### config.mk
export PLATFORM = sky130hd
export DESIGN_NAME = epc_cycle_engine
export DESIGN_NICKNAME = d
export VERILOG_FILES = /design/src/design/epc_pkg.sv /design/src/design/epc_cycle_engine.sv /design/src/design/epc_wdog.sv
export VERILOG_INCLUDE_DIRS = /design/src /design/src/design
export SDC_FILE = /design/constraint.sdc
export NUM_CORES = 1
export LEC_CHECK = 0
export BUFFER_PORTS_ARGS = -buffer_cell sky130_fd_sc_hd__clkbuf_2
export CORE_MARGIN = 3
export CORE_UTILIZATION = 30
export CTS_CLUSTER_SIZE = 24
export DETAILED_ROUTE_END_ITERATION = 8
export PLACE_DENSITY = 0.55
export SETUP_SLACK_MARGIN = 0.02
export SLEW_MARGIN = 20
export SYNTH_ARGS = -nofsm -noshare
export SYNTH_HDL_FRONTEND = slang
export SYNTH_SLANG_ARGS = --single-unit
### constraint.sdc
create_clock -name clk_i -period 2.7 [get_ports clk_i]
set_input_delay 0.27 -clock clk_i [delete_from_list [all_inputs] [get_ports clk_i]]
set_output_delay 0.27 -clock clk_i [all_outputs]
set_load 0.02 [all_outputs]
### src/design/epc_map.svh
// constants of the parallel port cycle engine
`ifndef EPC_MAP_SVH
`define EPC_MAP_SVH

// host offsets from the port base
`define EPC_OFS_ADDR      3'h3
`define EPC_OFS_DATA0     3'h4
`define EPC_OFS_DATA3     3'h7

// status byte layout
`define EPC_ST_TIMEOUT    0
`define EPC_ST_FAULT_N    3
`define EPC_ST_SELECTED   4
`define EPC_ST_PAPER_OUT  5
`define EPC_ST_PERIPH_INTERRUPT       6

// reset values
`define EPC_RST_BYTE      8'h00
`define EPC_RST_STATUS    8'h00

// watchdog timing
`define EPC_TIMEOUT_NS    10000
`define EPC_CLK_NS        8
`define EPC_WDOG_CYCLES   (`EPC_TIMEOUT_NS / `EPC_CLK_NS)
`define EPC_WDOG_W        11

`endif

### src/design/epc_pkg.sv
// types of the parallel port cycle engine
`default_nettype none

package epc_pkg;

    // host i/o request, valid for one cycle
    typedef struct packed {
        logic       valid;
        logic       write;
        logic [2:0] offset;
        logic [7:0] wdata;
    } epc_req_t;

    // host answer: final ready sync with data
    typedef struct packed {
        logic       done;
        logic       timeout;
        logic [7:0] rdata;
    } epc_resp_t;

    typedef enum logic [1:0] {
        EPC_IDLE,
        EPC_PREP,
        EPC_STROBE
    } epc_state_t;

endpackage : epc_pkg

`default_nettype wire

### src/design/epc_cycle_engine.sv
// enhanced parallel port 1.7 cycle engine
`include "epc_map.svh"
`default_nettype none

// Summary of operation
// - write stretched while peripheral wait low
// - write ends when wait seen high or on timeout
// - write drives byte no later than its strobe
// - strobed write stretched until wait or timeout
// - write end: ready sync, strobe off, byte held
// - read strobe only with drivers off, bit set
// - strobed read stretched until wait or timeout
// - read end: byte with ready sync, strobe off
// - interrupt passed through, no inversion
// - active-low peripheral reset output
// - address strobe for address, data strobe data
// - write-direction output and bus drivers overridable by strobe
// - watchdog aborts after 10 us, status bit 0
// - data offsets strobe only in enhanced mode
module epc_cycle_engine
    import epc_pkg::*;
(
    // clock and reset
    input  wire logic      clk_i,
    input  wire logic      arst_n_i,
    // host side
    input  wire epc_req_t  host_req_i,
    output epc_resp_t      host_resp_o,
    output logic           host_wait_o,
    // control and status
    input  wire logic      epp_mode_i,
    input  wire logic      bus_direction_bit_i,
    input  wire logic      spp_strobe_i,
    input  wire logic      periph_init_ctl_i,
    input  wire logic      timeout_clr_i,
    output logic [7:0]     status_o,
    // peripheral side
    input  wire logic [7:0] par_bus_in_i,
    output logic [7:0]     par_bus_out_o,
    output logic           par_bus_oe_o,
    output logic           dir_out_low_o,
    output logic           data_strobe_n_o,
    output logic           addr_strobe_n_o,
    input  wire logic      periph_wait_n_i,
    input  wire logic      periph_interrupt_i,
    output logic           periph_interrupt_o,
    output logic           periph_init_n_o,
    input  wire logic      paper_out_status_i,
    input  wire logic      selected_status_i,
    input  wire logic      fault_status_n_i
);

    // ******************************************
    // decode
    // ******************************************
    function automatic logic is_data_ofs(input logic [2:0] ofs);
        is_data_ofs = (ofs >= `EPC_OFS_DATA0) && (ofs <= `EPC_OFS_DATA3);
    endfunction : is_data_ofs

    epc_state_t state_reg;
    epc_state_t state_next;
    logic       xfer_addr_reg;
    logic       timeout_reg;
    logic       expired;

    wire req_data   = host_req_i.valid && is_data_ofs(host_req_i.offset) && epp_mode_i;
    wire req_addr   = host_req_i.valid && (host_req_i.offset == `EPC_OFS_ADDR) && epp_mode_i;
    wire req_xfer   = req_data || req_addr;
    wire req_other  = host_req_i.valid && !req_xfer;
    // drivers on whenever direction bit clear or strobe override
    wire drive_next = !bus_direction_bit_i || spp_strobe_i;
    // strobe allowed once drivers already on or direction bit set
    wire can_strobe = par_bus_oe_o || bus_direction_bit_i;
    wire periph_ok  = periph_wait_n_i;
    wire finish     = (state_reg == EPC_STROBE) && (periph_ok || expired);
    wire abort_prep = (state_reg == EPC_PREP) && expired;
    wire end_cycle  = finish || abort_prep;

    // ******************************************
    // sequencer
    // ******************************************
    always_comb begin
        state_next = state_reg;
        case (state_reg)
            EPC_IDLE: begin
                if (req_xfer) begin
                    state_next = can_strobe ? EPC_STROBE : EPC_PREP;
                end
            end
            EPC_PREP: begin
                if (expired) begin
                    state_next = EPC_IDLE;
                end else if (can_strobe) begin
                    state_next = EPC_STROBE;
                end
            end
            EPC_STROBE: begin
                if (finish) begin
                    state_next = EPC_IDLE;
                end
            end
            default: begin
                state_next = EPC_IDLE;
            end
        endcase
    end

    epc_wdog u_wdog (
        .clk_i     (clk_i),
        .arst_n_i  (arst_n_i),
        .run_i     (state_reg != EPC_IDLE),
        .expired_o (expired)
    );

    wire strobe_next = (state_next == EPC_STROBE);
    wire start_xfer  = (state_reg == EPC_IDLE) && req_xfer;
    wire xfer_write  = par_bus_oe_o;
    wire to_set      = end_cycle && expired;

    // ******************************************
    // registers
    // ******************************************
    always_ff @(posedge clk_i or negedge arst_n_i) begin
        if (!arst_n_i) begin
            state_reg     <= EPC_IDLE;
            xfer_addr_reg <= 1'b0;
            timeout_reg   <= 1'b0;
        end else begin
            state_reg     <= state_next;
            xfer_addr_reg <= start_xfer ? req_addr : xfer_addr_reg;
            timeout_reg   <= to_set || (timeout_reg && !timeout_clr_i);
        end
    end

    always_ff @(posedge clk_i or negedge arst_n_i) begin
        if (!arst_n_i) begin
            par_bus_out_o   <= `EPC_RST_BYTE;
            par_bus_oe_o    <= 1'b0;
            dir_out_low_o   <= 1'b1;
            data_strobe_n_o <= 1'b1;
            addr_strobe_n_o <= 1'b1;
        end else begin
            // byte latched at request and held past the strobe
            if (start_xfer && host_req_i.write) begin
                par_bus_out_o <= host_req_i.wdata;
            end
            par_bus_oe_o    <= drive_next;
            dir_out_low_o   <= !drive_next;
            data_strobe_n_o <= !(strobe_next && (start_xfer ? req_data : !xfer_addr_reg));
            addr_strobe_n_o <= !(strobe_next && (start_xfer ? req_addr : xfer_addr_reg));
        end
    end

    always_ff @(posedge clk_i or negedge arst_n_i) begin
        if (!arst_n_i) begin
            host_resp_o <= '0;
            host_wait_o <= 1'b0;
        end else begin
            host_resp_o.done    <= end_cycle || ((state_reg == EPC_IDLE) && req_other);
            host_resp_o.timeout <= end_cycle && expired;
            if (finish && !xfer_write) begin
                host_resp_o.rdata <= par_bus_in_i;
            end else if (req_other) begin
                host_resp_o.rdata <= 8'hff;
            end
            host_wait_o <= (state_next != EPC_IDLE);
        end
    end

    always_ff @(posedge clk_i or negedge arst_n_i) begin
        if (!arst_n_i) begin
            periph_interrupt_o <= 1'b0;
            periph_init_n_o    <= 1'b0;
            status_o           <= `EPC_RST_STATUS;
        end else begin
            periph_interrupt_o                <= periph_interrupt_i;
            periph_init_n_o                   <= !periph_init_ctl_i;
            status_o                          <= '0;
            status_o[`EPC_ST_TIMEOUT]         <= to_set || (timeout_reg && !timeout_clr_i);
            status_o[`EPC_ST_FAULT_N]         <= fault_status_n_i;
            status_o[`EPC_ST_SELECTED]        <= selected_status_i;
            status_o[`EPC_ST_PAPER_OUT]       <= paper_out_status_i;
            status_o[`EPC_ST_PERIPH_INTERRUPT]            <= periph_interrupt_i;
        end
    end
endmodule : epc_cycle_engine

`default_nettype wire

### src/design/epc_wdog.sv
// transfer watchdog counting clock cycles while a transfer runs
`include "epc_map.svh"
`default_nettype none

module epc_wdog
    import epc_pkg::*;
(
    // clock and reset
    input  wire logic clk_i,
    input  wire logic arst_n_i,
    // control
    input  wire logic run_i,
    output logic      expired_o
);

    localparam logic [`EPC_WDOG_W-1:0] LIMIT = `EPC_WDOG_W'(`EPC_WDOG_CYCLES);

    logic [`EPC_WDOG_W-1:0] cnt_reg;
    logic [`EPC_WDOG_W-1:0] cnt_next;
    wire                    at_limit = (cnt_reg == LIMIT);

    assign cnt_next = !run_i ? '0 : (at_limit ? cnt_reg : cnt_reg + 1'b1);

    always_ff @(posedge clk_i or negedge arst_n_i) begin
        if (!arst_n_i) begin
            cnt_reg   <= '0;
            expired_o <= 1'b0;
        end else begin
            cnt_reg   <= cnt_next;
            expired_o <= run_i && (cnt_next == LIMIT);
        end
    end

endmodule : epc_wdog

`default_nettype wire

==> metrics, run 1 <==
status finished, violations left; failing checks negative hold slack; initial antenna violation count 0; die area 7680 um^2; clock slew at reported path FFs 0.08 ns; DR vias 1521; Max Clock Freq 0.528 GHz; most frequent cells in the layout 62 x clkbuf_2, 41 x dfrtp_1, 26 x nor2_1, 14 x a21oi_1, 8 x mux2_2; Max clock buf depth 2; Clock Skew 0.00487 ns; Most used DFF post-synth dfrtp_1; wire per inst 12.3 um; Starting Density 0.313; most common cell after layout, fill and taps aside clkbuf_2; vias in the first global route 1387; total gr overflow 0; Placer Congestion 0.779; clock latency on the worst-skew pair 0.29 ns; Adder-Cell Fraction of Synth Area 0.0125; CTS Root Cell clkbuf_8; PwrDens 655 nW/um^2; max reg flops 11; #FFs+latches synth 44; first-pass GRT wire length 6500 um; post-route cell area 2470 um^2; EDFF count, synth 0; Seq/Total Area, Yosys 0.553; critical path startpoint category flip-flop; Worst R2R Setup Slack 0.81 ns; max-slew violations 0; initial DRC count 84; area of placed instances 2360 um^2; Critical R2R Capture u_wdog.expired_o; nature of the critical path endpoint flip-flop; Simple-Gate Fraction of Synth Area 0.188; cts bufs inserted 5; mux contribution to synthesized area 0.0451; CTS Sinks 44; Synth cell types 47; Synth Warn # 0; endpoints failing setup 0; fillcell total 651; largest net degree at the start of global routing 27; post-synthesis cell count 185; worst min path class in2async; row count 29; Fin. Hold Viols 20; syn avg cell area 10.8 um^2; Routed WL 4010 um; die height 87.6 um; Hold Buf Count CTS 0; worst vdd ir 253 uV; # diodes 0; DR pass1 iterations 4; area of the multi-input gates 795 um^2; fin crit period 1.89 ns; FF-to-FF path depth 6; # resized after CTS 0; CTS tree yes; I/O pins 66; Layout Nets 283; floorplan core area 6390 um^2; WS Path Type reg2reg; total negative slack 0 ns; crit path DAT 2.09 ns; final period utilization 0.701; critical path peak fanout 5; P&R area growth vs syn 23.8%; Post-Syn Area 2000 um^2; Post-DRT Antenna Nets 0; GRT Util Overall 0.107; Lkg Pwr 1.14 nW; reg2reg start u_wdog.cnt_reg[0]; Worst-Margin Slew 0.707 ns; share of layout cells above drive strength 1 0.365; Synth async-reset ratio 1.00; Max-slew headroom 0.528; RSZ-0062 raised after global routing no; DRC 0; Max Cap Viol 0; PortBufs 62; final hold slack -0.0111 ns; die width 87.6 um; H-Tree Level Count 2; detailed placement HPWL 3090 um; Synth Area in XOR/XNOR 0.0351; post-CTS setup buffers 0; Critical Path RT 2.89 ns; complex-gate fraction of the synthesized area 0.111; Vias/cell 4.67; Reg area 1100 um^2; main combinational cell family by area after synthesis simple AND/OR/NAND/NOR gates
[report_power, final]
| part | total (mW) | switching (mW) | internal, mW |
|---|---|---|---|
| combinational | 0.346 | 0.205 | 0.141 |
| sequential | 0.790 | 0.0494 | 0.741 |
| clock | 0.483 | 0.209 | 0.274 |
[kinds of logic (layout without fill, tap and decap cells)]
family,count (synthesis),after routing
xor gates and xnor gates,8,8
AOI/OAI and AO/OA,35,35
and+or+nand+nor,68,68
buffers and inverters,19,81
muxes,8,8
other,1,3
DFF,44,44
adders and majority gates,2,2
[worst max path at each step]
stage	slack (ns)	start	endpoint	cells past startpoint
finish	0.81	u_wdog.cnt_reg[0]	u_wdog.expired_o	6
global route	0.62	u_wdog.cnt_reg[0]	u_wdog.expired_o	6
floorplan	0.94	u_wdog.cnt_reg[0]	u_wdog.expired_o	6
detailed placement	0.79	u_wdog.cnt_reg[0]	u_wdog.expired_o	6
global placement	0.85	u_wdog.cnt_reg[0]	u_wdog.expired_o	6
CTS	0.79	u_wdog.cnt_reg[0]	u_wdog.expired_o	6
[cell type report]
type,instances,area share
clock buffer,6,0.0293
clock inverter,2,0.0142
inverter,6,0.00910
multi-input combinational,124,0.321
sequential,44,0.447
tap,77,0.0389
timing repair buffer,67,0.141
[critical path, stage by stage (launching register included)]
cell and delay, ns:
dfrtp_1 0.42, inv_1 0.13, ha_1 0.16, or4b_4 0.47, nor3_2 0.26, a31oi_1 0.08, nor4bb_1 0.28
[Yosys cell counts, types with 2 or more instances]
master	number	area (um^2)
and2_1	2	12.5
or3_1	2	12.5
a21oi_1	14	70.1
dfrtp_1	41	1030
xnor2_1	3	26.3
xor2_1	5	43.8
nor3b_1	2	15.0
nand2_1	6	22.5
a31oi_1	3	18.8
ha_1	2	25.0
nand3_1	5	25.0
o21ai_0	3	15.0
mux2_2	8	90.1
a21o_1	3	22.5
nor3_1	3	15.0
buf_4	7	52.6
a211oi_1	3	22.5
nor4bb_1	2	20.0
a21boi_1	2	15.0
inv_1	6	22.5
nand4_1	3	18.8
nand2b_1	5	31.3
nor2_1	26	97.6
clkbuf_1	4	15.0
dfstp_2	3	78.8
[layer usage]
metal / vias to the layer above / wire length (um) / share of wire / track usage
li1: 761 / - / - / -
met1: 715 / 1730 / 0.43 / 0.138
met2: 36 / 2000 / 0.50 / 0.175
met3: 9 / 217 / 0.054 / 0.0292
met4: 0 / 60 / 0.015 / 0.0377
met5: - / 0 / 0 / 0
[stage by stage]
step | hold slack, ns | std cells | power [mW] | utilization | setup WS [ns]
after floorplan | -0.0256 | 187 | 1.01 | - | 0.938
after detailed placement | 0.335 | 317 | 1.16 | 0.369 | 0.794
after global placement | 0.348 | 317 | 1.15 | 0.369 | 0.850
after global routing | 0.0385 | 326 | 1.72 | 0.387 | 0.620
final | -0.0111 | 326 | 1.62 | 0.387 | 0.806
after CTS | 0.0194 | 325 | 1.64 | 0.386 | 0.791
(Power assumes the default switching activity.)
==> inputs of run 2 (changes only) <==
Settings changed: ABC_AREA set to 1.
Clock period 2.7 ns to 1.95 ns, I/O delays scaled along.
==> metrics, run 2 <==
status complete, no violations; vias in the first global route 1600 (+15%); Routed WL 4310 um (+7.4%); largest net degree at the start of global routing 27 (unchanged); Max stage delay cell, worst path dfrtp_1; worst setup margin 0.389 ns (-0.417 ns); initial antenna violation count 0 (unchanged); internal power 1.62 mW (+40%); GRT Util Overall 0.124 (+0.0166); CTS Root Cell clkbuf_8; I/O pins 66 (unchanged); Max clock buf depth 2 (unchanged); nature of the critical path endpoint flip-flop; top cells by area, synth dfrtp_1 51%, nand2_1 5.8%, inv_1 5.5%; P&R area growth vs syn 26.8%; Seq/Total Area, Yosys 0.554 (+0.000693); Layout Nets 310 (+9.5%); final hold slack 0.0243 ns (+0.0353 ns); Synth cell types 27 (-43%); area of placed instances 2390 um^2 (+1.4%); Post-Syn Area 2000 um^2 (-0.13%); Post-DRT Antenna Nets 0 (unchanged); Placer Congestion 0.780 (+0.14%); EDFF count, synth 0 (unchanged); PwrDens 1000 nW/um^2 (+53%); worst min path class in2reg; floorplan core area 6390 um^2 (unchanged); share of the synthesized area in the top cell type 0.514 (+0.000644); detailed placement HPWL 3210 um (+4.0%); fin crit period 1.56 ns (-0.333 ns); Sw Ratio 0.360 (+0.0736); Max Clock Freq 0.641 GHz (+21%); most common cell after layout, fill and taps aside clkbuf_2; Synth async-reset ratio 1.00 (unchanged); endpoints failing setup 0 (unchanged); WS Path Type reg2reg; initial DRC count 49 (-42%); DRC 0 (unchanged); Lkg Pwr 1.24 nW (+8.6%); row count 29 (unchanged); most numerous cell on the critical path nor2_1; final period utilization 0.800 (+0.0989); Most used DFF post-synth dfrtp_1; Worst-Margin Slew 0.540 ns (-0.167 ns); DR pass1 iterations 4 (unchanged); critical path startpoint category flip-flop; critical path peak fanout 3 (-2); Vias/cell 4.50 (-3.6%); Critical Path RT 2.18 ns (-0.71 ns); H-Tree Level Count 2 (unchanged); clock latency on the worst-skew pair 0.29 ns (about the same); max-slew violations 0 (unchanged); PortBufs 62 (unchanged); post-route cell area 2530 um^2 (+2.3%); Comb pwr share 0.305 (+0.091); total gr overflow 0 (unchanged); CTS tree yes; die area 7670 um^2 (-0.11%); post-synthesis cell count 203 (+9.7%); Starting Density 0.312 (-0.000392); switching power 910 uW (+96%); DR vias 1587 (+4.3%); RSZ-0062 raised after global routing no; CP max stage delay 0.41 ns (-0.06 ns); CTS Sinks 44 (unchanged); clock slew at reported path FFs 0.08 ns (about the same); # diodes 0 (unchanged); first-pass GRT wire length 7410 um (+14%); sequential power share 0.470 (-0.018); Max-slew headroom 0.640 (+0.112); total chip power 2.53 mW (+56%); most frequent cell after synthesis dfrtp_1; worst vdd ir 672 uV (+170%); commonest cells in the netlist 41 x dfrtp_1, 31 x nand2_1, 29 x inv_1, 22 x nor2_1, 11 x nand3_1; clock share of power 0.225 (-0.074); #FFs+latches synth 44 (unchanged); dpl ws 0.391 ns (-0.403 ns); cts bufs inserted 5 (unchanged); Fin. Hold Viols 0 (-100%); max reg flops 11 (unchanged); die height 87.6 um (about the same); post-CTS setup buffers 0 (unchanged); syn avg cell area 9.83 um^2 (-9.0%); share of layout cells above drive strength 1 0.344 (-0.0213); Synth Warn # 0 (unchanged); CP cell instances inv_1 > ha_1 > inv_1 > nor2_1 > nand3_1 > nor2_4 > nor2_2 > nor2_2 > nor2_1 > nand2_2 > nand3_1 > nor2_1; die width 87.6 um (about the same); Clock Skew 0.00459 ns (-0.000279 ns); total negative slack 0 ns (unchanged); most frequent cells in the layout 62 x clkbuf_2, 41 x dfrtp_1, 31 x nand2_1, 29 x inv_1, 22 x nor2_1; wire per inst 12.2 um (-0.81%); crit path DAT 1.79 ns (-0.30 ns); post-synth top area cell dfrtp_1; Max Cap Viol 0 (unchanged)
==> run 2: cell types whose count changed after synthesis, moves of 4 or more <==
cell / delta
nand3_1: +6
xor2_1: -5
nand2b_1: -5
clkbuf_1: -4
o22a_1: +8
mux2_2: -8
nand2_1: +25
inv_2: +4
inv_1: +23
nand2_2: +5
mux2_1: +8
nor2_4: +6
nor2_1: -4
a21oi_1: -7
==> run 2: repair_timing <==
| item | in CTS | in global routing |
|---|---|---|
| hold buffers | 5 | 0 |
| gates resized for setup | 0 | 0 |
| hold endpoints to repair | 22 | 0 |
==> run 2: layout make-up <==
type / count / area, um^2
clock buffers: 5 / 68.8
clock inverters: 3 / 18.8
fillers: 647 / 3860
inverters: 33 / 124
multi-input cells: 123 / 737
flip-flops and latches: 44 / 1100
well taps: 77 / 96.3
repair buffers: 68 / 380
==> run 2: power by group through the flow <==
stage,Clock [mW],Sequential (mW),Combinational (mW)
finish,0.570,1.19,0.771
global route,0.651,1.21,0.858
CTS,0.607,1.19,0.783
detailed placement,0,1.21,0.775
global placement,0,1.20,0.766
floorplan,0,1.37,0.334
==> run 2: per-stage QoR <==
| step | std cells | utilization |
|---|---|---|
| 3_3_place_gp | 340 | 0.375 |
| 4_1_cts | 353 | 0.396 |
| 2_1_floorplan | 205 | - |
| 6_report | 353 | 0.396 |
| 3_5_place_dp | 340 | 0.375 |
| 5_1_grt | 353 | 0.396 |
==> run 2: path summary, 6_finish.rpt <==
check	start	endpoint	slack, ns	cells after the start
setup / recovery	u_wdog.cnt_reg[0]	u_wdog.expired_o	0.39	12
hold / removal	spp_strobe_i	dir_out_low_o	0.02	2
setup reg to reg	u_wdog.cnt_reg[0]	u_wdog.expired_o	0.39	12
hold reg to reg	par_bus_out_o[1]	par_bus_out_o[1]	0.49	1
max in group asynchronous	arst_n_i	addr_strobe_n_o	0.94	3
min in group asynchronous	arst_n_i	u_wdog.cnt_reg[7]	0.41	2
==> run 2: critical path, delay by kind of cell (launching register included) <==
kind / cells / cell delay (ns)
simple gates: 9 / 0.80
fa+ha+maj: 1 / 0.15
flops: 1 / 0.41
buf+inv: 2 / 0.14
==> run 2: cell families after synthesis <==
| group | count (synthesis) | synth area share |
|---|---|---|
| AND/OR/NAND/NOR | 86 | 0.219 |
| flip-flops | 44 | 0.554 |
| buffers and inverters | 38 | 0.0809 |
| AO/OA/AOI/OAI | 24 | 0.0871 |
| multiplexers | 8 | 0.0451 |
| adder cells (fa/ha/maj) | 2 | 0.0125 |
| other | 1 | 0.00188 |
==> run 2: metal layers <==
metal | GRT usage | part of all wire | vias up
met5 | 0 | 0 | -
li1 | - | - | 785
met4 | 0.0516 | 0.015 | 0
met2 | 0.179 | 0.43 | 60
met3 | 0.0452 | 0.089 | 6
met1 | 0.168 | 0.47 | 736
==> inputs of run 3 (changes only) <==
Clock period 1.95 ns to 1.45 ns, I/O delays scaled along.
==> metrics, run 3 (synthesized netlist as in run 2, its figures left out) <==
status finished, violations left; failing checks negative setup slack; Routed WL 4290 um (-0.39%); CTS Root Cell clkbuf_8; PortBufs 62 (unchanged); initial DRC count 47 (-4.1%); worst setup margin -0.0465 ns (-0.436 ns); PwrDens 1400 nW/um^2 (+40%); Clock Skew 0.00699 ns (+0.00240 ns); Fin. Hold Viols 0 (unchanged); die width 87.6 um (unchanged); WS Path Type reg2reg; Vias/cell 4.40 (-2.1%); cts bufs inserted 5 (unchanged); worst vdd ir 990 uV (+47%); RSZ-0062 raised after global routing yes; endpoints failing setup 1 (+1); Placer Congestion 0.807 (+3.4%); Starting Density 0.312 (unchanged); clock latency on the worst-skew pair 0.29 ns (about the same); max-slew violations 0 (unchanged); DR pass1 iterations 4 (unchanged); # diodes 0 (unchanged); post-route cell area 2690 um^2 (+6.2%); max reg flops 11 (unchanged); crit path DAT 1.73 ns (-0.06 ns); DRC 0 (unchanged); initial antenna violation count 0 (unchanged); critical path peak fanout 3 (unchanged); Lkg Pwr 1.29 nW (+4.6%); critical path startpoint category flip-flop; row count 29 (unchanged); P&R area growth vs syn 34.7%; Critical Path RT 1.68 ns (-0.50 ns); H-Tree Level Count 2 (unchanged); most common cell after layout, fill and taps aside clkbuf_2; worst min path class in2reg; total chip power 3.76 mW (+49%); detailed placement HPWL 3200 um (-0.33%); area of placed instances 2470 um^2 (+3.2%); first-pass GRT wire length 6960 um (-6.1%); share of layout cells above drive strength 1 0.385 (+0.0404); nature of the critical path endpoint flip-flop; final period utilization 1.03 (+0.232); final core occ 0.421 (+0.0247); DR vias 1598 (+0.69%); wire per inst 11.8 um (-3.1%); I/O pins 66 (unchanged); die area 7670 um^2 (unchanged); CTS tree yes; Max Clock Freq 0.668 GHz (+4.3%); largest net degree at the start of global routing 45 (+67%); fin crit period 1.50 ns (-0.0641 ns); Max Cap Viol 0 (unchanged); clock slew at reported path FFs 0.08 ns (about the same); Post-DRT Antenna Nets 0 (unchanged); final hold slack 0.0299 ns (+0.00565 ns); CTS Sinks 44 (unchanged); GRT Util Overall 0.116 (-0.00773); floorplan core area 6390 um^2 (unchanged); total gr overflow 0 (unchanged); Max clock buf depth 2 (unchanged); Layout Nets 320 (+3.2%); vias in the first global route 1549 (-3.2%); die height 87.6 um (unchanged); most frequent cells in the layout 62 x clkbuf_2, 40 x dfrtp_1, 30 x nand2_1, 27 x inv_1, 20 x nor2_1
run 3: cell count changes in the layout (fill, tap and decap cells not counted), moves of 2 or more:
cell and delta:
buf_4 +6, buf_12 +2, clkbuf_1 +2, clkinv_2 -2, dlygate4sd3_1 +2, ha_1 -2, inv_1 -2, inv_2 +2
nor2_1 -2
run 3: timing repair:
| action | in CTS | in global routing |
|---|---|---|
| gates resized for setup | 3 | 8 |
| setup endpoints to repair | 1 | 10 |
| hold buffers | 7 | 0 |
| cloned | 0 | 0 |
| pin swaps | 2 | 8 |
| hold endpoints to repair | 47 | 0 |
| setup buffers | 0 | 1 |
run 3: cell type report:
| class | count | area [um^2] |
|---|---|---|
| clock buffers | 7 | 76.3 |
| clock inverters | 1 | 30.0 |
| fillers | 619 | 3700 |
| inverters | 33 | 124 |
| multi-input cells | 123 | 769 |
| flip-flops and latches | 44 | 1110 |
| well taps | 77 | 96.3 |
| repair buffers | 78 | 485 |
run 3: stage by stage:
step           instances  setup slack, ns  setup TNS (ns)
2_1_floorplan        205           0.0448               0
3_3_place_gp         347          0.00706               0
3_5_place_dp         347          -0.0604         -0.0604
4_1_cts              362        -0.000575       -0.000575
5_1_grt              363           -0.179          -0.262
6_report             363          -0.0465         -0.0465
run 3: critical path: stages, from the launching register on:
cell and delay, ns:
dfrtp_1 0.41, inv_2 0.09, ha_4 0.13, inv_2 0.04
nor2_4 0.11, nand3_2 0.10, o21ai_1 0.14, nand3_1 0.11
nor2_1 0.12, nand4_1 0.09, nor2_1 0.11
run 3: power by group:
group          internal, mW  switching, mW
combinational         0.521          0.718
sequential             1.47          0.141
clock                 0.516          0.401
run 3: metal layers:
metal,wire length [um],part of all wire,track usage
met1,1980,0.46,0.151
met3,352,0.082,0.0433
met2,1880,0.44,0.176
met4,78,0.018,0.0474
met5,0,0,0
run 3: worst paths after layout:
check                                  start                 to  slack (ns)  depth (start not counted)
max in group asynchronous           arst_n_i      dir_out_low_o        0.80                          3
max reg2reg                u_wdog.cnt_reg[0]   u_wdog.expired_o       -0.05                         10
max                        u_wdog.cnt_reg[0]   u_wdog.expired_o       -0.05                         10
min reg2reg                 par_bus_out_o[4]   par_bus_out_o[4]        0.49                          1
min in group asynchronous           arst_n_i  u_wdog.cnt_reg[5]        0.38                          3
min                            timeout_clr_i        status_o[0]        0.03                          2
